### src/rtl/gcsm_defines.vh
// Overview of operation
// - both clock inputs use identical switchover and protection logic.
// - reset-delay pin strapped high disables the guard; plain immediate multiplexing.
// - selected input below minimum swing makes output hold last valid level.
// - running clocks: follow old briefly, park low on new pulses, follow new.
// - old stuck high: stay high some new pulses, then low, then follow new.
// - stretched cycle high and low portions each exceed half the new period.
// - old stuck low: stay low some new falling edges, then follow new.
// - collapsed old clock switches as stuck high or low by last valid level.
// - failed selected input never gives an undefined or ringing output level.
// - slowly degrading yet toggling input is not cleaned of runts.
// - stage pulse counts vary within limits due to asynchronous sampling.
// - power-up reset holds switchover logic until supply stable, known start.
// - guarded switch length follows new clock edges; a dead new clock leaves it waiting after select change.
`ifndef GCSM_DEFINES_VH
`define GCSM_DEFINES_VH

// ****************************************
// timing
// ****************************************
`define GCSM_CLK_PERIOD_NS 10
// power-up hold time in ns and its cycle count, sized for the 16 bit counter
`define GCSM_POR_TIME_NS 100000
`define GCSM_POR_CYCLES 16'h2710
// no edge for this long marks an input as stuck, sized for the 8 bit counter
`define GCSM_STUCK_TIME_NS 640
`define GCSM_STUCK_CYCLES 8'h40

// ****************************************
// switchover sequence counts
// ****************************************
`define GCSM_HOLD_EDGES 3'h2
`define GCSM_PARK_EDGES 3'h2
`define GCSM_LAST_SWITCH_CYCLE 17

// ****************************************
// synchroniser bank bit positions
// ****************************************
`define GCSM_SYNC_W 5
`define GCSM_BIT_CLK_A 0
`define GCSM_BIT_CLK_B 1
`define GCSM_BIT_AMP_A 2
`define GCSM_BIT_AMP_B 3
`define GCSM_BIT_SEL 4

`endif

### src/rtl/gcsm_sync.v
`timescale 1ns/1ps
`include "gcsm_defines.vh"

module gcsm_sync (
   // clock and reset
   input wire clk_sys_i,
   input wire sys_rst_i,
   // asynchronous levels in, synchronised levels out
   input wire [`GCSM_SYNC_W-1:0] async_i,
   output wire [`GCSM_SYNC_W-1:0] sync_o
);

   // ****************************************
   // two-stage synchronisers, one per bit
   // ****************************************
   genvar gi;
   generate
      for (gi = 0; gi < `GCSM_SYNC_W; gi = gi + 1) begin : g_bit
         reg meta_reg;
         reg stable_reg;
         // first stage feeds only the second stage
         always @(posedge clk_sys_i) begin
            if (sys_rst_i) begin
               meta_reg <= 1'b0;
               stable_reg <= 1'b0;
            end else begin
               meta_reg <= async_i[gi];
               stable_reg <= meta_reg;
            end
         end
         assign sync_o[gi] = stable_reg;
      end
   endgenerate

endmodule // gcsm_sync

### src/rtl/gcsm_fail_mon.v
`timescale 1ns/1ps
`include "gcsm_defines.vh"

module gcsm_fail_mon (
   // clock and reset
   input wire clk_sys_i,
   input wire sys_rst_i,
   // synchronised clock level and amplitude good flag
   input wire lvl_i,
   input wire amp_ok_i,
   // edge pulses, failure and last valid level
   output wire rise_o,
   output wire fall_o,
   output wire failed_o,
   output wire last_lvl_o
);

   localparam [7:0] STUCK_CYC = `GCSM_STUCK_CYCLES;

   reg prev_reg;
   reg last_reg;
   reg [7:0] idle_cnt_reg;
   reg stuck_reg;

   // edges only count while the swing is good
   // toggling input still followed
   assign rise_o = amp_ok_i & lvl_i & ~prev_reg;
   assign fall_o = amp_ok_i & ~lvl_i & prev_reg;
   // either a dead amplitude or no edges marks the input failed
   assign failed_o = ~amp_ok_i | stuck_reg;
   assign last_lvl_o = last_reg;

   // ****************************************
   // activity watchdog and last valid level
   // ****************************************
   always @(posedge clk_sys_i) begin
      if (sys_rst_i) begin
         prev_reg <= 1'b0;
         last_reg <= 1'b0;
         idle_cnt_reg <= 8'h00;
         stuck_reg <= 1'b0;
      end else begin
         prev_reg <= lvl_i;
         if (amp_ok_i) begin
            last_reg <= lvl_i;
         end
         if (rise_o | fall_o) begin
            idle_cnt_reg <= 8'h00;
            stuck_reg <= 1'b0;
         end else if (idle_cnt_reg == STUCK_CYC) begin
            stuck_reg <= 1'b1; // saturates until the next edge
         end else begin
            idle_cnt_reg <= idle_cnt_reg + 8'h01;
         end
      end
   end

endmodule // gcsm_fail_mon

### src/rtl/gcsm_top.v
`timescale 1ns/1ps
`include "gcsm_defines.vh"

module gcsm_top #(
   parameter [15:0] POR_CYCLES = `GCSM_POR_CYCLES
) (
   // system clock and reset
   input wire clk_sys_i,
   input wire sys_rst_i,
   // clock sources, asynchronous
   input wire clock_input_a_i,
   input wire clock_input_b_i,
   // amplitude comparators, high while swing is above the minimum
   input wire amp_ok_a_i,
   input wire amp_ok_b_i,
   // select, low picks input a, asynchronous
   input wire select_i,
   // strap, high disables the runt pulse guard
   input wire reset_delay_pin_i,
   // multiplexed clock output
   output wire clock_out_o,
   // status
   output wire active_input_o,
   output wire switching_o,
   output wire failed_a_o,
   output wire failed_b_o,
   output wire por_busy_o
);

   // ****************************************
   // states of the switchover sequence
   // ****************************************
   // plain binary codes; unused codes fall back to run
   localparam [2:0] ST_RUN = 3'h0;
   localparam [2:0] ST_TAIL = 3'h1;
   localparam [2:0] ST_HOLDHI = 3'h2;
   localparam [2:0] ST_DROP = 3'h3;
   localparam [2:0] ST_PARK = 3'h4;

   wire [`GCSM_SYNC_W-1:0] async_bank;
   wire [`GCSM_SYNC_W-1:0] sync_bank;
   wire lvl_a;
   wire lvl_b;
   wire rise_a;
   wire rise_b;
   wire fall_a;
   wire fall_b;
   wire fail_a;
   wire fail_b;
   wire last_a;
   wire last_b;
   wire sel_s;

   reg [2:0] state_reg;
   reg [2:0] state_next;
   reg sel_cur_reg;
   reg sel_cur_next;
   reg out_reg;
   reg out_next;
   reg [2:0] cnt_reg;
   reg [2:0] cnt_next;
   reg [15:0] por_cnt_reg;
   reg por_busy_reg;
   reg guard_off_reg;
   reg guard_meta_reg;
   reg switching_reg;
   reg fail_a_reg;
   reg fail_b_reg;

   // old and new views of the two inputs
   reg old_lvl;
   reg old_fall;
   reg old_fail;
   reg old_last;
   reg new_rise;
   reg new_fall;
   reg sel_lvl;
   reg sel_fail;

   // ****************************************
   // input synchronisers
   // ****************************************
   assign async_bank[`GCSM_BIT_CLK_A] = clock_input_a_i;
   assign async_bank[`GCSM_BIT_CLK_B] = clock_input_b_i;
   assign async_bank[`GCSM_BIT_AMP_A] = amp_ok_a_i;
   assign async_bank[`GCSM_BIT_AMP_B] = amp_ok_b_i;
   assign async_bank[`GCSM_BIT_SEL] = select_i;

   gcsm_sync u_sync (
      .clk_sys_i(clk_sys_i),
      .sys_rst_i(sys_rst_i),
      .async_i(async_bank),
      .sync_o(sync_bank)
   );

   assign lvl_a = sync_bank[`GCSM_BIT_CLK_A];
   assign lvl_b = sync_bank[`GCSM_BIT_CLK_B];
   assign sel_s = sync_bank[`GCSM_BIT_SEL];

   // ****************************************
   // per-input failure monitors
   // ****************************************
   // identical monitor instances
   gcsm_fail_mon u_mon_a (
      .clk_sys_i(clk_sys_i),
      .sys_rst_i(sys_rst_i),
      .lvl_i(lvl_a),
      .amp_ok_i(sync_bank[`GCSM_BIT_AMP_A]),
      .rise_o(rise_a),
      .fall_o(fall_a),
      .failed_o(fail_a),
      .last_lvl_o(last_a)
   );

   gcsm_fail_mon u_mon_b (
      .clk_sys_i(clk_sys_i),
      .sys_rst_i(sys_rst_i),
      .lvl_i(lvl_b),
      .amp_ok_i(sync_bank[`GCSM_BIT_AMP_B]),
      .rise_o(rise_b),
      .fall_o(fall_b),
      .failed_o(fail_b),
      .last_lvl_o(last_b)
   );

   // ****************************************
   // power-up hold and strap capture
   // ****************************************
   // strap is caught by a clocked process, not by the reset itself
   // strap is a pin, so it passes two stages like select; static, so latency is harmless
   // power-up hold
   always @(posedge clk_sys_i) begin
      if (sys_rst_i) begin
         por_cnt_reg <= 16'h0000;
         por_busy_reg <= 1'b1;
         guard_meta_reg <= 1'b0;
         guard_off_reg <= 1'b0;
      end else begin
         guard_meta_reg <= reset_delay_pin_i;
         guard_off_reg <= guard_meta_reg;
         if (por_cnt_reg == POR_CYCLES) begin
            por_busy_reg <= 1'b0;
         end else begin
            por_cnt_reg <= por_cnt_reg + 16'h0001;
         end
      end
   end

   // ****************************************
   // old and new input selection
   // ****************************************
   // one mux per role keeps both inputs alike
   // symmetric roles by sel_cur
   always @* begin
      old_lvl = sel_cur_reg ? lvl_b : lvl_a;
      old_fall = sel_cur_reg ? fall_b : fall_a;
      old_fail = sel_cur_reg ? fail_b : fail_a;
      old_last = sel_cur_reg ? last_b : last_a;
      new_rise = sel_cur_reg ? rise_a : rise_b;
      new_fall = sel_cur_reg ? fall_a : fall_b;
      sel_lvl = sel_s ? lvl_b : lvl_a;
      sel_fail = sel_s ? fail_b : fail_a;
   end

   // ****************************************
   // switchover sequence
   // ****************************************
   // counts vary with sampling phase
   always @* begin
      state_next = state_reg;
      sel_cur_next = sel_cur_reg;
      out_next = out_reg;
      cnt_next = cnt_reg;
      case (state_reg)
         ST_RUN: begin
            if (guard_off_reg) begin
               sel_cur_next = sel_s;
               if (!sel_fail) begin
                  out_next = sel_lvl;
               end
            end else if (sel_s != sel_cur_reg) begin
               // a change made during a switchover is taken here on return
               cnt_next = 3'h0;
               if (old_fail) begin
                  state_next = old_last ? ST_HOLDHI : ST_PARK;
                  out_next = old_last;
               end else begin
                  state_next = ST_TAIL;
                  out_next = old_lvl;
               end
            end else if (!old_fail) begin
               out_next = old_lvl;
            end
         end
         ST_TAIL: begin
            if (old_fall) begin
               out_next = 1'b0;
               state_next = ST_PARK;
            end else if (old_fail) begin
               out_next = old_last;
               state_next = old_last ? ST_HOLDHI : ST_PARK;
            end else begin
               out_next = old_lvl;
            end
         end
         ST_HOLDHI: begin
            // a dead new clock leaves the output high here
            // high for new rising edges
            out_next = 1'b1;
            if (new_rise) begin
               cnt_next = cnt_reg + 3'h1;
               if (cnt_reg == `GCSM_HOLD_EDGES - 3'h1) begin
                  state_next = ST_DROP;
               end
            end
         end
         ST_DROP: begin
            // waiting for a fall keeps the low half whole
            // drop only on a new falling edge
            if (new_fall) begin
               out_next = 1'b0;
               cnt_next = 3'h0;
               state_next = ST_PARK;
            end
         end
         ST_PARK: begin
            // a dead new clock leaves the sequence waiting here
            // low for new falling edges
            out_next = 1'b0;
            if (new_fall) begin
               cnt_next = cnt_reg + 3'h1;
               if (cnt_reg == `GCSM_PARK_EDGES - 3'h1) begin
                  sel_cur_next = ~sel_cur_reg;
                  state_next = ST_RUN;
               end
            end
         end
         default: begin
            state_next = ST_RUN;
            out_next = 1'b0;
         end
      endcase
   end

   // sequence registers, held parked during the power-up hold
   // busy phase tracks select so the first switch starts from it
   always @(posedge clk_sys_i) begin
      if (sys_rst_i) begin
         state_reg <= ST_RUN;
         sel_cur_reg <= 1'b0;
         out_reg <= 1'b0;
         cnt_reg <= 3'h0;
      end else if (por_busy_reg) begin
         state_reg <= ST_RUN;
         sel_cur_reg <= sel_s;
         out_reg <= 1'b0;
         cnt_reg <= 3'h0;
      end else begin
         state_reg <= state_next;
         sel_cur_reg <= sel_cur_next;
         out_reg <= out_next;
         cnt_reg <= cnt_next;
      end
   end

   // ****************************************
   // registered status outputs
   // ****************************************
   // switching flag built from the next state, so it stays aligned with the state
   // failure flags lag the monitors by one cycle, harmless for status
   always @(posedge clk_sys_i) begin
      if (sys_rst_i) begin
         switching_reg <= 1'b0;
         fail_a_reg <= 1'b0;
         fail_b_reg <= 1'b0;
      end else begin
         fail_a_reg <= fail_a;
         fail_b_reg <= fail_b;
         if (por_busy_reg) begin
            switching_reg <= 1'b0;
         end else begin
            switching_reg <= (state_next != ST_RUN);
         end
      end
   end

   // ****************************************
   // outputs
   // ****************************************
   // every output comes straight from a flip-flop
   assign clock_out_o = out_reg;
   assign active_input_o = sel_cur_reg;
   assign switching_o = switching_reg;
   assign failed_a_o = fail_a_reg;
   assign failed_b_o = fail_b_reg;
   assign por_busy_o = por_busy_reg;

endmodule // gcsm_top

### config.mk
export PLATFORM = sky130hd
export DESIGN_NAME = gcsm_top
export DESIGN_NICKNAME = d
export VERILOG_FILES = /design/src/rtl/gcsm_sync.v /design/src/rtl/gcsm_fail_mon.v /design/src/rtl/gcsm_top.v
export VERILOG_INCLUDE_DIRS = /design/src /design/src/rtl
export SDC_FILE = /design/constraint.sdc
export NUM_CORES = 1
export LEC_CHECK = 0
export BUFFER_PORTS_ARGS = -buffer_cell sky130_fd_sc_hd__clkbuf_2
export CORE_MARGIN = 1
export CORE_UTILIZATION = 50
export CTS_CLUSTER_SIZE = 12
export DETAILED_ROUTE_END_ITERATION = 8
export PLACE_DENSITY = 0.67
export SLEW_MARGIN = 20
export SYNTH_ARGS = -nofsm -noshare
export SYNTH_HDL_FRONTEND = slang
export SYNTH_SLANG_ARGS = --single-unit
export TNS_END_PERCENT = 5
### constraint.sdc
create_clock -name clk_sys_i -period 4 [get_ports clk_sys_i]
set_input_delay 0.4 -clock clk_sys_i [delete_from_list [all_inputs] [get_ports clk_sys_i]]
set_output_delay 0.4 -clock clk_sys_i [all_outputs]
set_load 0.02 [all_outputs]
==> impl_metrics.yaml, run 1 <==
status:
  status: "finished, final reports clean"
worst_hold_path:
  hp-class: "in -> reg"
  holdCritStartpoint: "clock_input_a_i"
  hold_path_depth: 2
  min_to: "u_sync.g_bit[0].meta_reg"
die:
  rows: 27
  core_area_mm2: 0.00568
  die_w_um: 79.7
  fp.dieH_um: 79.7
  initial_utilization: 0.531
  die-area_mm2: 0.00635
  io_pins: 14
synth:
  synth_adder_area_share: 0.0332
  synthXorXnorAreaFrac: 0.0871
  yosys_warnings: 0
  synth_top_family_by_area: "simple AND/OR/NAND/NOR gates"
  synth_mux_area_frac: 0.0411
  synth_edf_count: 0
  synthSimpleGateAreaFrac: 0.295
  synthFlopType: "dfxtp_1"
  synth_nets: 346
  yosysTopAreaCellShare: 0.412
  synth.distinct_cells: 61
  async_reset_ff_frac: 0
  synth-seq-cells: 62
  syn-cell-area_mm2: 0.00302
  synth_compound_area_frac: 0.102
  avgSynthCellArea_um2: 9.14
  synthCells: 330
  ys_top_cells_by_area: "dfxtp_1 41%, nor2_1 6.8%, xor2_1 5.2%"
  yosysTopAreaCell: "dfxtp_1"
  yosysSeqAreaShare: 0.412
critical_path:
  end_kind: "flop"
  r2r_slack_ps: 2020
  arrival_ps: 2200
  crit_fanout: 21
  reg2reg_from: "active_input_o"
  start_kind: "flop"
  crit_type: "reg -> reg"
  reg2reg_to: "clock_out_o"
  r2r_cells: 5
  worstPathRequired_ps: 4220
sta:
  setup_viol: 0
  fmax_ghz: 0.506
  setup_slack_ps: 2020
  drv_slew: 0
  period_needed_ps: 1980
  rsz0062_at_grt: "no"
  tns_ps: 0
  relSlewSlack: 0.494
  final.setup_skew_ps: 7.74
  finalCritPeriodShare: 0.494
  hold_violations: 0
  tightest_slew_ps: 759
clock_tree:
  cts_htree_levels: 3
  cts.repair.resized: 0
  clkTransAtPathRegs_ps: 80
  cts_setup_buffers: 0
  cts_tree: "yes"
  clockBufferDepth: 2
  clock-sinks: 62
  cts_buffers: 9
  cts_root_buf: "clkbuf_8"
  postCtsHoldBufs: 0
  insertion_delay_ps: 340
power:
  p_total_mw: 1.29
  p_comb_frac: 0.056
  ir_drop_uv: 242
  power_leakage_nw: 1.28
  power_switching_uw: 323
  seq_power_share: 0.508
  clkPwrFrac: 0.436
  powerDensity_mw_per_mm2: 387
  switching_share: 0.251
  p_int_uw: 963
finish:
  largest_reg_flops: 16
  n_antenna_cell: 0
  syn_to_final_growth_pct: 10.2
  drive_above_1_share: 0.143
  fin_nets: 360
  stdcell_count: 421
routing:
  viasPerCell: 5.25
  first_pass_iters: 4
  wl_per_cell_um: 12.2
  drt_iter0_markers: 99
  ant_nets: 0
  vias: 2211
  drt_wl_total_um: 5120
  drc: 0
placed_design:
  dp.cells: 405
  pre_cts_ws_ps: 2020
  gp_congestion: 0.811
  place_hpwl_um: 3600
  port_buffers: 13
flow_run:
  maxCapViolations: 0
grt:
  grt_pass1_wl_um: 9070
  grt_overflow: 0
  grt_use_total: 0.184
  antenna_found_initial: 0
  grt_max_degree: 40
  grt_pass1_vias: 2046
Yosys cell counts, types with 3 or more instances:
master and count:
buf_2 3, xnor2_1 12, or2_2 3, and3_1 5, o21ai_0 5, nand2b_1 3, nor3_1 5, ha_1 8
nand3_1 19, inv_1 10, nor2b_1 17, nor2_1 55, xor2_1 18, dfxtp_1 62, buf_4 3, a21oi_1 8
clkbuf_1 3, nand2_1 14, a21o_1 3, mux2i_1 9, and2_1 3, o211ai_1 3, nor4_2 4, a211oi_1 5
critical path, cell delays in order (launching register included):
cell and delay (ps):
dfxtp_1 780, inv_1 210, a2111oi_2 310, a211oi_1 90, a311oi_1 340, a211oi_1 120
cells by family (layout without fill, tap and decap cells):
kind of cell             Yosys count  count (layout)
AO/OA/AOI/OAI                     41              41
XOR/XNOR                          30              30
adder cells (fa/ha/maj)            8               8
buffers and inverters             20              39
flip-flops                        62              62
multiplexers                      11              11
AND/OR/NAND/NOR                  158             158
layout make-up:
| type | count | area [µm²] |
|---|---|---|
| multi-input combinational | 248 | 1680 |
| sequential | 62 | 1240 |
| timing repair buffer | 13 | 65.1 |
| inverter | 10 | 37.5 |
| fill | 511 | 2350 |
| tap | 72 | 90.1 |
| clock buffer | 9 | 124 |
| clock inverter | 7 | 80.1 |
layout by cell type (no fill, tap or decap), drive strengths merged, types with 3 or more instances in the layout:
master	n
a21oi	9
nand2	14
o211ai	3
clkbuf	22
and3	5
nor3	6
or2	4
nand4	3
nand3b	4
ha	8
nor3b	4
dfxtp	62
o21ai	6
mux2i	10
nand2b	4
a21o	3
a211oi	5
nand3	19
nor4	6
xnor2	12
and2	3
nor2	55
inv	13
nor2b	17
xor2	18
power by group through the flow:
stage,Clock (mW),Combinational [mW],Sequential [mW]
floorplan,0,0.0593,0.662
global placement,0,0.0715,0.667
detailed placement,0,0.0724,0.668
CTS,0.576,0.0726,0.653
global route,0.603,0.0820,0.656
finish,0.560,0.0720,0.653
per-layer routing:
metal	part of all wire	track usage	vias up
met1	0.51	0.244	1004
met3	0.034	0.0640	6
li1	-	-	1173
met2	0.44	0.274	28
met5	0	0	-
met4	0.012	0.0673	0
through the flow:
| stage | instance area (µm²) | hold WS (ps) | util |
|---|---|---|---|
| after floorplan | 3020 | 414 | - |
| after global placement | 3120 | 415 | 0.549 |
| after detailed placement | 3120 | 422 | 0.549 |
| after CTS | 3320 | 245 | 0.585 |
| after global routing | 3320 | 259 | 0.585 |
| final | 3320 | 260 | 0.585 |
worst max path at each step:
stage | from | end | slack [ps] | cells after the start
global placement | active_input_o | clock_out_o | 2090 | 5
global route | active_input_o | switching_o | 1830 | 5
floorplan | active_input_o | switching_o | 2380 | 6
CTS | active_input_o | clock_out_o | 2020 | 5
finish | active_input_o | clock_out_o | 2020 | 5
detailed placement | active_input_o | clock_out_o | 2020 | 5
Power figures use the tool's default switching activity.
==> run 2, diff against run 1 <==
--- a/config.mk
+++ b/config.mk
@@ -11,7 +11,7 @@
 export CORE_UTILIZATION = 50
 export CTS_CLUSTER_SIZE = 12
 export DETAILED_ROUTE_END_ITERATION = 8
-export PLACE_DENSITY = 0.67
+export PLACE_DENSITY = 0.7
 export SLEW_MARGIN = 20
 export SYNTH_ARGS = -nofsm -noshare
 export SYNTH_HDL_FRONTEND = slang
==> constraint.sdc (replaced) <==
create_clock -name clk_sys_i -period 1.7 [get_ports clk_sys_i]
set_input_delay 0.17 -clock clk_sys_i [delete_from_list [all_inputs] [get_ports clk_sys_i]]
set_output_delay 0.17 -clock clk_sys_i [all_outputs]
set_load 0.02 [all_outputs]
==> run 2 against run 1 <==
  * Fmax grew 22%
  * Non-clock buffer count grew 18
  * Clock power grew 110%
  * Wire length grew 9.8%
  * Critical path depth is the same
  * Total power grew 130%
  * Final area grew 4.1%
  * Sequential power grew 130%
  * Combinational power grew to 2.8 times the previous value
  * Highest routed layer unchanged
  * Global-route usage grew 1.6 points
==> impl_metrics.yaml, run 2 (synthesized netlist as in run 1, its figures left out) <==
status:
  status: "finished, final reports clean"
sta:
  tightest_slew_ps: 493
  relSlewSlack: 0.669
  tns_ps: 0
  drv_slew: 0
  fmax_ghz: 0.615
  hold_slack_ps: 35.7
  finalCritPeriodShare: 0.957
  setup_viol: 0
  final.setup_skew_ps: 12.4
  period_needed_ps: 1630
  hold_violations: 0
  rsz0062_at_grt: "yes"
finish:
  n_antenna_cell: 0
  fin_nets: 378
  syn_to_final_growth_pct: 14.7
  final_area_mm2: 0.00346
  largest_reg_flops: 16
  final_cell_mix: "57 x dfxtp_1, 55 x nor2_1, 19 x nand3_1, 18 x xor2_1, 17 x buf_4"
  drive_above_1_share: 0.204
  layout_commonest_cell: "dfxtp_1"
  stdcell_count: 439
die:
  rows: 27
  core_area_mm2: 0.00568
  initial_utilization: 0.531
  io_pins: 14
  die_w_um: 79.7
  die-area_mm2: 0.00635
  fp.dieH_um: 79.7
routing:
  ant_nets: 0
  drt_wl_total_um: 5630
  first_pass_iters: 5
  drc: 0
  wl_per_cell_um: 12.8
  drt_iter0_markers: 121
  viasPerCell: 5.40
  vias: 2372
clock_tree:
  cts_root_buf: "clkbuf_8"
  cts_htree_levels: 3
  clock-sinks: 62
  cts_buffers: 9
  postCtsHoldBufs: 0
  cts_tree: "yes"
  insertion_delay_ps: 340
  clkTransAtPathRegs_ps: 70
  clockBufferDepth: 2
power:
  powerDensity_mw_per_mm2: 844
  power_leakage_nw: 1.38
  ir_drop_uv: 701
  p_total_mw: 2.92
critical_path:
  end_kind: "flop"
  arrival_ps: 1850
  crit_type: "reg -> reg"
  start_kind: "flop"
  worstPathRequired_ps: 1920
  crit_fanout: 5
grt:
  grt_use_total: 0.200
  grt_pass1_wl_um: 9690
  grt_max_degree: 28
  grt_pass1_vias: 2195
  antenna_found_initial: 0
  grt_overflow: 0
placed_design:
  place_hpwl_um: 4020
  gp_congestion: 0.910
  port_buffers: 13
  dp.cells: 422
  dpl_cell_area_mm2: 0.00325
worst_hold_path:
  hp-class: "in -> reg"
flow_run:
  maxCapViolations: 0
[run 2: cell count changes in the layout (fill, tap and decap cells not counted), sizes merged]
cell,previous run,this run
buf,0,18
clkbuf,22,26
clkinv,1,2
clkinvlp,2,1
bufinv,1,0
inv,13,10
[run 2: through the flow]
stage	setup slack, ps	util
2_1_floorplan	75.3	-
3_3_place_gp	62.0	0.572
3_5_place_dp	24.4	0.572
4_1_cts	26.0	0.605
5_1_grt	-23.6	0.610
6_report	73.5	0.610
[run 2: worst paths after layout]
path / start / end / slack, ps / cells past startpoint
setup reg to reg: u_sync.g_bit[0].stable_reg / switching_o / 70 / 5
hold / removal: reset_delay_pin_i / guard_meta_reg / 40 / 2
setup / recovery: u_sync.g_bit[0].stable_reg / switching_o / 70 / 5
hold reg to reg: u_sync.g_bit[4].meta_reg / u_sync.g_bit[4].stable_reg / 430 / 1
[run 2: critical path, cell delays in order (launching register included)]
cell and delay (ps):
dfxtp_1 350, nand3b_2 280, mux2i_4 260, nor2_1 120, a2111oi_2 350, a31oi_1 140
[run 2: where the power goes]
group | switching (mW) | internal [mW] | total (mW)
logic | 0.104 | 0.0958 | 0.200
clock network | 0.546 | 0.644 | 1.19
registers | 0.0371 | 1.49 | 1.53
total | 0.687 | 2.23 | 2.92
[run 2: area by class of cell]
| cell class | count | area [µm²] |
|---|---|---|
| Inverter | 10 | 37.5 |
| Tap cell | 72 | 90.1 |
| Clock buffer | 13 | 169 |
| Sequential cell | 62 | 1250 |
| Multi-Input combinational cell | 248 | 1690 |
| Clock inverter | 3 | 17.5 |
| Timing Repair Buffer | 31 | 204 |
| Fill cell | 521 | 2220 |
[run 2: per-layer routing]
metal	share of wire	vias to the layer above	track usage
li1	-	1205	-
met1	0.49	1108	0.259
met2	0.45	47	0.297
met3	0.032	12	0.0503
met4	0.021	0	0.122
met5	0	-	0
[run 2: what timing repair did]
| item | 4_1_cts | 5_1_grt |
|---|---|---|
| resized for setup | 0 | 9 |
| buffers inserted | 0 | 1 |
| setup endpoints to repair | 0 | 7 |
